[src/rtl/ptt_pkg.sv]
// Package of constants for the periodic tick timer.
// Assumes an 8-bit register port with byte addresses as offsets.
// Operation
// - Counter advances only while run bit set
// - Count register is read-only, resets to zero
// - 32 Hz request gated by its enable
// - 8 Hz request gated by its enable
// - 2 Hz request gated by its enable
// - 1 Hz request gated by its enable
// - Sticky event flags, cleared by writing one
package ptt_pkg;
	localparam int ADDR_W = 16;
	localparam int DATA_W = 8;
	localparam int NUM_EV = 4;
	localparam logic [15:0] OFF_CTRL = 16'h5000;
	localparam logic [15:0] OFF_COUNT = 16'h5001;
	localparam logic [15:0] OFF_MASK = 16'h5002;
	localparam logic [15:0] OFF_FLAGS = 16'h5003;
	localparam int BIT_RUN = 0;
	localparam int BIT_CLEAR = 4;
	localparam int BIT_EV32 = 3;
	localparam int BIT_EV8 = 2;
	localparam int BIT_EV2 = 1;
	localparam int BIT_EV1 = 0;
	localparam logic [7:0] RST_CTRL = 8'h00;
	localparam logic [7:0] RST_COUNT = 8'h00;
	localparam logic [3:0] RST_MASK = 4'h0;
	localparam logic [3:0] RST_FLAGS = 4'h0;
	// Counter bits whose falling edge marks 32, 8, 2 and 1 Hz (256 Hz input)
	localparam int TAP32 = 2;
	localparam int TAP8 = 4;
	localparam int TAP2 = 6;
	localparam int TAP1 = 7;
	// Input count tick rate; one tick is a 256 Hz period
	localparam int TICK_HZ = 256;
	localparam int CLK_HZ = 100000000;
	localparam int TICK_CYCLES = CLK_HZ / TICK_HZ;
endpackage

[src/rtl/ptt_event_if.sv]
// Interface carrying the event strobes between counter and flag logic.
// Assumes one clock domain.
`timescale 1ns/10ps
interface ptt_event_if #(parameter int N = 4);
	logic [N-1:0] evPulse; // One-cycle event strobes
	logic [N-1:0] clrMask; // Write-one-to-clear mask, one cycle
	logic clrValid; // Clear mask is valid this cycle
	logic [N-1:0] flags; // Sticky flags
	modport src(output evPulse, output clrMask, output clrValid, input flags);
	modport dst(input evPulse, input clrMask, input clrValid, output flags);
endinterface

[src/rtl/ptt_flag_bit.sv]
// One sticky event flag with write-one clear; set wins over clear.
// Assumes single clock, synchronised reset.
`timescale 1ns/10ps
module ptt_flag_bit (
	input wire logic clk, // Core clock
	input wire logic rstN, // Synchronised reset, active low
	input wire logic setPulse, // Event occurred
	input wire logic clrPulse, // Software wrote one
	output logic flag // Sticky flag
);
	// Set has priority so an event in the clear cycle is kept
	always_ff @(posedge clk or negedge rstN) begin
		if (!rstN) begin
			flag <= 1'b0;
		end else if (setPulse) begin
			flag <= 1'b1;
		end else if (clrPulse) begin
			flag <= 1'b0;
		end
	end
endmodule // ptt_flag_bit

[src/rtl/ptt_timer.sv]
// Top of the periodic tick timer: register port, count, events, flags.
// Assumes a 100 MHz core clock; the 256 Hz tick is made from it.
`timescale 1ns/10ps
module ptt_timer #(
	parameter int TICK_CYCLES = ptt_pkg::TICK_CYCLES
) (
	input wire logic core_clk, // Core clock, 100 MHz
	input wire logic nrst, // Asynchronous reset, active low
	input wire logic [15:0] regAddr, // Register byte address
	input wire logic [7:0] regWrData, // Write data
	input wire logic regWr, // Write strobe
	input wire logic regRd, // Read strobe
	output logic [7:0] regRdData_q, // Read data, cycle after strobe
	output logic [3:0] evIrq_q // Enabled interrupt requests, by event
);
	// Elaboration check: a zero-length tick period cannot be counted
	if (TICK_CYCLES < 1) begin : gBadTick
		$error("TICK_CYCLES must be at least 1");
	end

	logic rstSync1_q;
	logic rstN_q;
	logic [31:0] preCnt_q;
	logic tick;
	logic run_q;
	logic [7:0] count_q;
	logic [7:0] countPrev_q;
	logic [3:0] mask_q;
	logic wrCtrl;
	logic wrMask;
	logic wrFlags;
	logic [3:0] taps;
	logic [3:0] tapsPrev;

	ptt_event_if #(.N(ptt_pkg::NUM_EV)) evBus ();

	// Reset released through two flops to avoid release races
	always_ff @(posedge core_clk or negedge nrst) begin
		if (!nrst) begin
			rstSync1_q <= 1'b0;
			rstN_q <= 1'b0;
		end else begin
			rstSync1_q <= 1'b1;
			rstN_q <= rstSync1_q;
		end
	end

	assign wrCtrl = regWr && (regAddr == ptt_pkg::OFF_CTRL);
	assign wrMask = regWr && (regAddr == ptt_pkg::OFF_MASK);
	assign wrFlags = regWr && (regAddr == ptt_pkg::OFF_FLAGS);

	// Run/stop control bit
	always_ff @(posedge core_clk or negedge rstN_q) begin
		if (!rstN_q) begin
			run_q <= 1'b0;
		end else if (wrCtrl) begin
			run_q <= regWrData[ptt_pkg::BIT_RUN];
		end
	end

	// Prescaler makes the 256 Hz tick; it holds while stopped
	always_ff @(posedge core_clk or negedge rstN_q) begin
		if (!rstN_q) begin
			preCnt_q <= 32'h0;
		end else if (wrCtrl && regWrData[ptt_pkg::BIT_CLEAR]) begin
			preCnt_q <= 32'h0;
		end else if (run_q) begin
			if (tick) begin
				preCnt_q <= 32'h0;
			end else begin
				preCnt_q <= preCnt_q + 32'h1;
			end
		end
	end
	assign tick = run_q && (preCnt_q == 32'(TICK_CYCLES - 1));

	// Time-base counter; clear wins over a tick in the same cycle
	always_ff @(posedge core_clk or negedge rstN_q) begin
		if (!rstN_q) begin
			count_q <= ptt_pkg::RST_COUNT;
		end else if (wrCtrl && regWrData[ptt_pkg::BIT_CLEAR]) begin
			count_q <= 8'h00;
		end else if (tick) begin
			count_q <= count_q + 8'h01;
		end
	end

	// Previous count, so falling edges of tap bits mark the events
	always_ff @(posedge core_clk or negedge rstN_q) begin
		if (!rstN_q) begin
			countPrev_q <= ptt_pkg::RST_COUNT;
		end else begin
			countPrev_q <= count_q;
		end
	end

	assign taps = {count_q[ptt_pkg::TAP32], count_q[ptt_pkg::TAP8],
		count_q[ptt_pkg::TAP2], count_q[ptt_pkg::TAP1]};
	assign tapsPrev = {countPrev_q[ptt_pkg::TAP32],
		countPrev_q[ptt_pkg::TAP8], countPrev_q[ptt_pkg::TAP2],
		countPrev_q[ptt_pkg::TAP1]};
	// A clear also drops taps; only a counting edge, or a clear from count 8'hff, raises an event
	assign evBus.evPulse = tapsPrev & ~taps & {4{count_q != 8'h00 ||
		countPrev_q == 8'hff}};
	assign evBus.clrMask = regWrData[3:0];
	assign evBus.clrValid = wrFlags;

	// One sticky flag per event
	for (genvar i = 0; i < ptt_pkg::NUM_EV; i++) begin : gFlag
		ptt_flag_bit uFlag (
			.clk(core_clk),
			.rstN(rstN_q),
			.setPulse(evBus.evPulse[i]),
			.clrPulse(evBus.clrValid && evBus.clrMask[i]),
			.flag(evBus.flags[i])
		);
	end

	// Event enable mask
	always_ff @(posedge core_clk or negedge rstN_q) begin
		if (!rstN_q) begin
			mask_q <= ptt_pkg::RST_MASK;
		end else if (wrMask) begin
			mask_q <= regWrData[3:0];
		end
	end

	// Requests gated by enables; flags still set when disabled
	always_ff @(posedge core_clk or negedge rstN_q) begin
		if (!rstN_q) begin
			evIrq_q <= 4'h0;
		end else begin
			evIrq_q[ptt_pkg::BIT_EV32] <= evBus.flags[ptt_pkg::BIT_EV32] &&
				mask_q[ptt_pkg::BIT_EV32];
			evIrq_q[ptt_pkg::BIT_EV8] <= evBus.flags[ptt_pkg::BIT_EV8] &&
				mask_q[ptt_pkg::BIT_EV8];
			evIrq_q[ptt_pkg::BIT_EV2] <= evBus.flags[ptt_pkg::BIT_EV2] &&
				mask_q[ptt_pkg::BIT_EV2];
			evIrq_q[ptt_pkg::BIT_EV1] <= evBus.flags[ptt_pkg::BIT_EV1] &&
				mask_q[ptt_pkg::BIT_EV1];
		end
	end

	// Read data; clear bit and reserved bits read zero, unmapped reads zero
	always_ff @(posedge core_clk or negedge rstN_q) begin
		if (!rstN_q) begin
			regRdData_q <= 8'h00;
		end else if (regRd) begin
			case (regAddr)
				ptt_pkg::OFF_CTRL: regRdData_q <= {7'h00, run_q};
				ptt_pkg::OFF_COUNT: regRdData_q <= count_q;
				ptt_pkg::OFF_MASK: regRdData_q <= {4'h0, mask_q};
				ptt_pkg::OFF_FLAGS: regRdData_q <= {4'h0, evBus.flags};
				default: regRdData_q <= 8'h00;
			endcase
		end else begin
			regRdData_q <= 8'h00;
		end
	end
endmodule // ptt_timer

[config.mk]
export PLATFORM = sky130hd
export DESIGN_NAME = ptt_timer
export DESIGN_NICKNAME = d
export VERILOG_FILES = /design/src/rtl/ptt_pkg.sv /design/src/rtl/ptt_event_if.sv /design/src/rtl/ptt_flag_bit.sv /design/src/rtl/ptt_timer.sv
export SDC_FILE = /design/constraint.sdc
export NUM_CORES = 1
export LEC_CHECK = 0
export BUFFER_PORTS_ARGS = -buffer_cell sky130_fd_sc_hd__buf_2
export CAP_MARGIN = 20
export CORE_MARGIN = 5
export CORE_UTILIZATION = 58
export DETAILED_ROUTE_END_ITERATION = 8
export PLACE_DENSITY = 0.79
export REMOVE_ABC_BUFFERS = 1
export SLEW_MARGIN = 30
export SYNTH_ARGS = -nofsm -noshare
export SYNTH_HDL_FRONTEND = slang
export SYNTH_HIERARCHICAL = 1
export SYNTH_SLANG_ARGS = --single-unit
[constraint.sdc]
create_clock -name core_clk -period 2.4 [get_ports core_clk]
set_input_delay 0 -clock core_clk [delete_from_list [all_inputs] [get_ports core_clk]]
set_output_delay 0 -clock core_clk [all_outputs]
set_load 0.02 [all_outputs]
Yosys cells after proc, flatten, opt, wreduce, memory -nomap -nowiden --
Index checks and enable logic that the tools add are counted. W data, S select, Z words.
Storage, ports and cells: input bits 28, logic and storage cells 60, output and inout port bits 12, flip-flop bits (word level) 71
Cells by class: reductions and logical operators 21, bitwise operators 3, add/sub/neg operators 2, multiplexer cells 15, equal/unequal tests 6
Operators by type and width (count):
- $mux W32 | 3
- $eq A16 B15 Y1 const B | 4
- $add A32 B1 Y32 const B | 1
- $eq A32 B19 Y1 const B | 1
- $pmux W8 S4 | 1
- $mux W8 | 3
- $logic_and A1 B1 Y1 | 13
- $reduce_bool A2 Y1 | 6
- $add A8 B1 Y8 const B | 1
- $and A4 B4 Y4 | 2
- $eq A8 B8 Y1 const B | 1
- $mux W1 | 8
- $reduce_bool A8 Y1 | 1
- $not A4 Y4 | 1
- $logic_or A1 B1 Y1 | 1

Depth between registers and ports, before layout --
Gate-level depths: netlist (run 1).
depth after elaboration 5, gate-level depth with buffers 9, gate-level depth less buffers 7

Cells and area by module --
The synthesis (run 1) kept the hierarchy.
By module, submodules not included:
- ptt_timer | cells an instance 345, area an instance 3452.1 µm², sequential area each 1676.6 µm², times used 1
- ptt_flag_bit | cells an instance 3, area an instance 36.3 µm², sequential area each 25.0 µm², times used 4

Least setup slack after synthesis (run 1) --
No wires, ideal clock.
path type reg2reg, start register preCnt_q[0], end register count_q[7], data arrival time 1.733 ns, buffers on the path 0, cell stages (with the launch flop) 8, data required time 2.323 ns, period minus slack after synthesis 1.810 ns, slack 0.590 ns, path through dfrtp_1 > inv_1 > ha_1 > nor4b_1 > and4b_1 > nand4_1 > or3_1 > a21oi_1
On the way: word-level cells in the longest chain between the ends 3
Ends and longest elaborated chain:
- start: declaration | line ptt_timer.sv:23 | logic [31:0] preCnt_q;
- start signal: assignment | line ptt_timer.sv:71 | preCnt_q <= preCnt_q + 32'h1;
- $eq A32 B19 Y1 | line ptt_timer.sv:75 | assign tick = run_q && (preCnt_q == 32'(TICK_CYCLES - 1));
- $logic_and A1 B1 Y1 | line ptt_timer.sv:75
- $reduce_bool A2 Y1 (no line)
- end signal: assignment | line ptt_timer.sv:80 | count_q <= ptt_pkg::RST_COUNT;
- end signal: assignment | line ptt_timer.sv:84 | count_q <= count_q + 8'h01;
- end: declaration | line ptt_timer.sv:26 | logic [7:0] count_q;
Every way passes these cells. A chain may end at the register's enable or synchronous reset.

Final worst setup path (run 1) --
start register preCnt_q[0], end register count_q[4]
Same word-level chain as after synthesis.

==> metrics.md, run 1 <==
| Metric | Value |
|---|---|
| Post-CTS Resized | `0` |
| Kind of critical path | `reg -> reg` |
| Port Buffers | `36` |
| Die Span X | `roughly 89 µm` |
| HP Class | `in -> reg` |
| Final Hold Vio Count | `0` |
| Clk_skew | `roughly 0.009 ns` |
| Final Cycle Share | `around 85%` |
| Initial drt markers | `119` |
| Reg2Reg Depth | `7` |
| Num ports | `40` |
| Gpl congestion | `approximately 0.84` |
| Initial antenna violation count | `0` |
| Antenna-violating nets left | `0` |
| Reg2reg start | `preCnt_q[0]$_DFFE_PN0P_` |
| Largest cells by area after synthesis | `dfrtp_1, a21oi_1, or3_1` |
| CP max stage cell | `dfrtp_1` |
| Met1 usage | `around 28%` |
| Req. time, crit path | `between 2 and 3 ns` |
| Total CTS buffers | `9` |
| RSZ-0062 raised after global routing | `false` |
| CTS tree | `yes` |
| Total core area | `~6000 µm²` |
| CTS root buf | `clkbuf_8` |
| Slew headroom | `approximately 58%` |
| Crit path buf inv count | `1` |
| GRT Total Usage | `a little under a quarter` |
| Setup tns final | `0 ns` |
| Slew Viols, Final | `0` |
| Post-CTS Setup Inserts | `0` |
| # clock sinks | `71` |
| Vias in the first global route | `roughly 2.9k` |
| Die Y | `88.8 µm` |
| Synth Warn # | `6` |
| Worst-Margin Slew | `0.629 ns` |
| Die ar. | `7880 µm²` |
| Gate Count Post-Synth | `357` |
| FF+latch count, synth | `71` |
| Detail Placement HPWL | `about 5700 µm` |
| Post-synth top cells | `dfrtp_1, a21oi_1, nor2_1` |
| End of the worst hold path | `regRdData_q[2]$_DFF_PN0_` |
| Setup violations, final | `0` |
| Post-Synthesis Cell Area | `~3600 µm²` |
| Clk Latency, worst-skew pair | `0.35 ns` |
| P_leak | `roughly 1.9 nW` |
| Bufs on Longest Clock Path | `2` |
| Ys flop type | `dfrtp_1` |
| Layout cell share with drive strength beyond 1 | `19.5%` |
| Ant diodes | `0` |
| Hold Crit Depth | `3` |
| Worst setup SP type | `flop` |
| Starting density of the core | `between 60 and 70%` |
| Grt met2 use | `39.0%` |
| Nets | `438` |
| Startpoint of the worst hold path | `regAddr[0]` |
| H-tree depth | `3` |
| Vias | `just under 3k` |
| Fmax achieved | `a little under 500 MHz` |
| WL final | `8130 µm` |
| Post-route cell area | `around 4200 µm²` |
| Avg Cell Area, Syn | `a little over 10 µm²` |
| Register area share after synthesis | `49.4%` |
| Max FO, Critical Path | `7` |
| Post-CTS Hold Fix Bufs | `7` |
| Largest net degree at the start of global routing | `between 40 and 50` |
| VDD IR max | `around 0.42 mV` |
| Synth area leader | `dfrtp_1` |
| Count of distinct cell types in the synthesized netlist | `49` |
| CP endpoint kind | `flop` |
| Worst reg2reg endpoint | `count_q[4]$_DFFE_PN0P_` |
| DRT Pass-1 Iters | `4` |
| Worst-path clk slew | `0.08 ns` |
| Area after DPL | `roughly 3900 µm²` |
| Gr ovfl total | `0` |
| Critical-path cell list | `inv_1, ha_1, nor4b_1, and4_1, nand3_1, or3_1, a21oi_1` |
| First-pass GRT wire length | `approximately 14000 µm` |
| CP arrival | `around 2.3 ns` |
| Top delay family on crit path | `simple AND/OR/NAND/NOR gates` |
| Top-area cell type share of the netlist area | `between 40% and 50%` |
| Status | `finished, final reports clean` |
| Post-synth ARST share | `between 90% and 100%` |
| EDFF count, synth | `0` |
| Tmin final | `2.05 ns` |
| Met3 track demand over resource | `under 10%` |
| WL/cell | `16.7 µm` |
| Count leader, synth | `dfrtp_1` |
| Maxcap violations | `0` |
| DRC viols | `0` |
| Crit-path max cell delay | `approximately 0.44 ns` |
| Synth-to-Final Area Change | `16.1%` |
| Post-DR vias/cell | `6.06` |
| GRT busiest layer | `met2` |
| Row count | `28` |
| FF-to-FF setup slack | `about 0.35 ns` |
| Cell area power density | `around 560 nW/µm²` |
## power breakdown
group | switching (mW) | internal, mW
combinational | 0.0354 | 0.0357
clock | 0.476 | 0.587
sequential | 0.0106 | 1.20
## cell families after synthesis
group	after synthesis	share of synthesized area, %
mux	9	3.10
buf+inv	21	2.68
fa+ha+maj	4	1.39
xor+xnor	10	2.43
compound gates	65	10.5
other cells	1	0.104
flops	71	49.4
simple gates	176	30.4
## metal layers
layer  routed length, µm  vias up
li1                    -     1426
met4                 141        0
met1                3360     1441
met5                   0        -
met3                 351       14
met2                4270       66
## stage by stage
step,hold slack [ns],utilization (%),std cells,setup WS (ns),power (mW)
detailed placement,-0.212,64.9,463,0.384,1.30
floorplan,-0.296,-,345,0.276,1.25
global route,0.0883,69.7,486,0.186,2.43
global placement,-0.215,64.9,463,0.443,1.29
CTS,0.0526,69.7,486,0.313,2.36
finish,0.0523,69.7,486,0.355,2.34
## area by class of cell
class / count / area (µm²)
Inverter: 9 / 33.8
Tap cell: 75 / 93.8
Multi-Input combinational cell: 265 / 1720
Fill cell: 455 / 1810
Sequential cell: 71 / 1780
Clock buffer: 9 / 124
Clock inverter: 7 / 95.1
Timing Repair Buffer: 50 / 328
## state kept, by name (all words and copies together), names as in the netlist
name	cells
countPrev_q	8
count_q	8
rstN_q	1
evIrq_q	4
run_q	1
preCnt_q	32
gFlag.uFlag/flag	4
mask_q	4
rstSync1_q	1
regRdData_q	8
## cells in the final DEF (no fill, tap or decap), types with 9 or more instances in the layout
| cell type | count |
|---|---|
| and3_1 | 11 |
| o21ai_0 | 17 |
| nand4_1 | 13 |
| nand3_1 | 18 |
| nor2_1 | 23 |
| a21oi_1 | 27 |
| or3_1 | 16 |
| or4_1 | 9 |
| clkbuf_8 | 9 |
| inv_1 | 9 |
| and2_1 | 14 |
| buf_2 | 36 |
| o31ai_1 | 10 |
| nand2_1 | 22 |
| dfrtp_1 | 70 |
| nor4_1 | 9 |
## worst min-delay path, cell delays in order
cell and delay (ns):
buf_2 0.19, a22oi_1 0.09, nor2_1 0.08
## how the worst max path moves through the flow
stage,startpoint,to,slack [ns],cells after the start
final,preCnt_q[0]$_DFFE_PN0P_,count_q[4]$_DFFE_PN0P_,0.35,7
after global placement,preCnt_q[0]$_DFFE_PN0P_,preCnt_q[22]$_DFFE_PN0P_,0.44,6
after global routing,preCnt_q[0]$_DFFE_PN0P_,preCnt_q[20]$_DFFE_PN0P_,0.19,6
after CTS,preCnt_q[0]$_DFFE_PN0P_,count_q[4]$_DFFE_PN0P_,0.31,7
after floorplan,rstN_q$_DFF_PN0_,countPrev_q[0]$_DFF_PN0_,0.28,0
after detailed placement,preCnt_q[0]$_DFFE_PN0P_,count_q[4]$_DFFE_PN0P_,0.38,7
Note: power is estimated with default switching activity, not from simulation.
==> run 2: changes to the inputs <==
--- a/config.mk
+++ b/config.mk
@@ -10,6 +10,7 @@
 export CORE_MARGIN = 5
 export CORE_UTILIZATION = 58
 export DETAILED_ROUTE_END_ITERATION = 8
+export GPL_TIMING_DRIVEN = 0
 export PLACE_DENSITY = 0.79
 export REMOVE_ABC_BUFFERS = 1
 export SLEW_MARGIN = 30
==> metrics.md, run 2 (same netlist as run 1, synthesis figures left out) <==
| Metric | Value |
|---|---|
| Synth-to-Final Area Change | `14.6% (was 16.1%)` |
| Worst Setup EP | `count_q[7]$_DFFE_PN0P_ (was count_q[4]$_DFFE_PN0P_)` |
| Most frequent cells in the layout | `dfrtp_1, buf_2, a21oi_1, nor2_1, nand2_1 (unchanged)` |
| Setup violations, final | `0 (unchanged)` |
| Commonest non-fill, non-tap cell in the layout | `dfrtp_1 (unchanged)` |
| Internal | `1.77 mW (was 1.82 mW)` |
| Detail Placement HPWL | `5680 µm (was 5720 µm)` |
| Req. time, crit path | `2.67 ns (about the same)` |
| Clk_skew | `0.00744 ns (was 0.00886 ns)` |
| Critical path launch point | `preCnt_q[0]$_DFFE_PN0P_ (unchanged)` |
| Bufs on Longest Clock Path | `2 (unchanged)` |
| H-tree depth | `3 (unchanged)` |
| CTS tree | `yes (unchanged)` |
| Comb power frac | `3.2% (was 3.0%)` |
| Pre-CTS setup slack | `0.103 ns (was 0.384 ns)` |
| Slew headroom | `41.7% (was 58.1%)` |
| Final Cycle Share | `93.6% (was 85.2%)` |
| Total core area | `5990 µm² (unchanged)` |
| Antenna-violating nets left | `0 (unchanged)` |
| Layout cell share with drive strength beyond 1 | `18.6% (was 19.5%)` |
| Initial antenna violation count | `0 (unchanged)` |
| WL final | `8100 µm (was 8130 µm)` |
| Placed cell count | `457 (was 463)` |
| Final Util | `68.8% (was 69.7%)` |
| Register with the most flip-flops | `preCnt_q (unchanged)` |
| Starting density of the core | `60.0% (unchanged)` |
| Gr ovfl total | `0 (unchanged)` |
| Port Buffers | `36 (unchanged)` |
| Worst-Margin Slew | `0.872 ns (was 0.629 ns)` |
| Fmax achieved | `445 MHz (was 489 MHz)` |
| Clk Latency, worst-skew pair | `0.35 ns (about the same)` |
| Gpl congestion | `0.840 (was 0.843)` |
| Largest net degree at the start of global routing | `47 (was 43)` |
| Vias | `2949 (was 2947)` |
| Final Hold Vio Count | `0 (unchanged)` |
| Net Sw Frac | `22.1% (was 22.3%)` |
| Post-route cell area | `4120 µm² (was 4180 µm²)` |
| VDD IR max | `0.505 mV (was 0.425 mV)` |
| Post-DR vias/cell | `6.16 (was 6.06)` |
| Worst setup margin | `0.153 ns (was 0.355 ns)` |
| DRT Pass-1 Iters | `5 (was 4)` |
| Area after DPL | `3840 µm² (was 3890 µm²)` |
| FF-to-FF setup slack | `0.15 ns (was 0.35 ns)` |
| Multi-input logic area | `1740 µm² (was 1720 µm²)` |
| Sequential share of power | `53.2% (was 51.6%)` |
| Num ports | `40 (unchanged)` |
| Ant diodes | `0 (unchanged)` |
| Tmin final | `2.25 ns (was 2.05 ns)` |
| Row count | `28 (unchanged)` |
| Min Hold Slack | `0.0562 ns (was 0.0523 ns)` |
| Nets | `432 (was 438)` |
| Die ar. | `7880 µm² (unchanged)` |
| DRC viols | `0 (unchanged)` |
| Worst-path clk slew | `0.08 ns (about the same)` |
| Cell Count, Final, Fillers Out | `479 (was 486)` |
| Max reg flops | `32 (unchanged)` |
| Reg2reg start | `preCnt_q[0]$_DFFE_PN0P_ (unchanged)` |
| GRT Total Usage | `22.8% (was 22.6%)` |
| P_leak | `1.88 nW (was 1.92 nW)` |
| Status | `finished, final reports clean (unchanged)` |
| Total CTS buffers | `9 (unchanged)` |
| Die Y | `88.8 µm (unchanged)` |
| CP arrival | `2.52 ns (was 2.32 ns)` |
| Maxcap violations | `0 (unchanged)` |
| Worst reg2reg endpoint | `count_q[7]$_DFFE_PN0P_ (was count_q[4]$_DFFE_PN0P_)` |
| HP Class | `in -> reg (unchanged)` |
| Kind of critical path | `reg -> reg (unchanged)` |
| Die Span X | `88.8 µm (unchanged)` |
| Worst setup SP type | `flop (unchanged)` |
| Initial drt markers | `148 (was 119)` |
| CTS root buf | `clkbuf_8 (unchanged)` |
| Total chip power | `2.27 mW (was 2.34 mW)` |
| RSZ-0062 raised after global routing | `false (unchanged)` |
| # fillers | `457 (was 455)` |
| P_sw | `0.503 mW (was 0.522 mW)` |
| Cell area power density | `551 nW/µm² (was 561 nW/µm²)` |
| First-pass GRT wire length | `13700 µm (was 13800 µm)` |
| Power share of the clock group | `43.6% (was 45.4%)` |
| Vias in the first global route | `3036 (was 2910)` |
| # clock sinks | `71 (unchanged)` |
| CP endpoint kind | `flop (unchanged)` |
| Reg2Reg Depth | `7 (unchanged)` |
| Max FO, Critical Path | `6 (was 7)` |
| Slew Viols, Final | `0 (unchanged)` |
| WL/cell | `16.9 µm (was 16.7 µm)` |
| Setup tns final | `0 ns (unchanged)` |
| FF/Latch Area | `1780 µm² (about the same)` |
-- run 2: cell types whose count changed in the layout (fill, tap and decap cells not counted), sizes merged --
cell,change
clkbuf,+2
bufinv,-1
buf,-6
clkinvlp,+1
clkinv,-3
-- run 2: repair_timing --
| action | in CTS | in global routing |
|---|---|---|
| hold buffers | 7 | 0 |
| buffers inserted | 0 | 0 |
| resized for setup | 0 | 2 |
| endpoints found under the hold margin | 11 | 0 |
| endpoints found under the setup margin | 0 | 29 |
-- run 2: worst min-delay path by stage --
stage                from  cells after the start                        to  slack [ns]
2_1_floorplan        nrst                      0          rstN_q$_DFF_PN0_       -0.30
3_3_place_gp         nrst                      1          rstN_q$_DFF_PN0_       -0.22
3_5_place_dp         nrst                      1      rstSync1_q$_DFF_PN0_       -0.21
4_1_cts        regAddr[0]                      3  regRdData_q[2]$_DFF_PN0_        0.05
5_1_grt        regAddr[0]                      3  regRdData_q[1]$_DFF_PN0_        0.10
6_report       regAddr[0]                      3  regRdData_q[2]$_DFF_PN0_        0.06
-- run 2: worst max-delay path, stage by stage (launching register included) --
cell and delay (ns):
dfrtp_1 0.44, inv_1 0.10, ha_1 0.18, nor4b_1 0.26, and4b_1 0.24, nand4_1 0.33
or3_1 0.46, a21oi_1 0.17
-- run 2: layout make-up --
class,instances,area share [%]
clock buffers,11,3.67
clock inverters,4,1.30
inverters,9,0.819
multi-input cells,265,42.2
flip-flops and latches,71,43.2
well taps,75,2.28
repair buffers,44,6.55
-- run 2: power groups by stage --
stage | sequential, mW | clock [mW] | combinational (mW)
after floorplan | 1.24 | 0 | 0.0150
after global placement | 1.25 | 0 | 0.0424
after detailed placement | 1.23 | 0 | 0.0637
after CTS | 1.21 | 1.01 | 0.0730
after global routing | 1.21 | 1.06 | 0.0801
final | 1.21 | 0.990 | 0.0719
-- run 2: per-layer routing --
layer	part of all wire (%)	vias to the layer above	global-route usage (%)
li1	-	1421	-
met1	41	1440	25.8
met2	53	65	39.4
met3	4.1	23	6.05
met4	2.4	0	11.4
met5	0	-	0
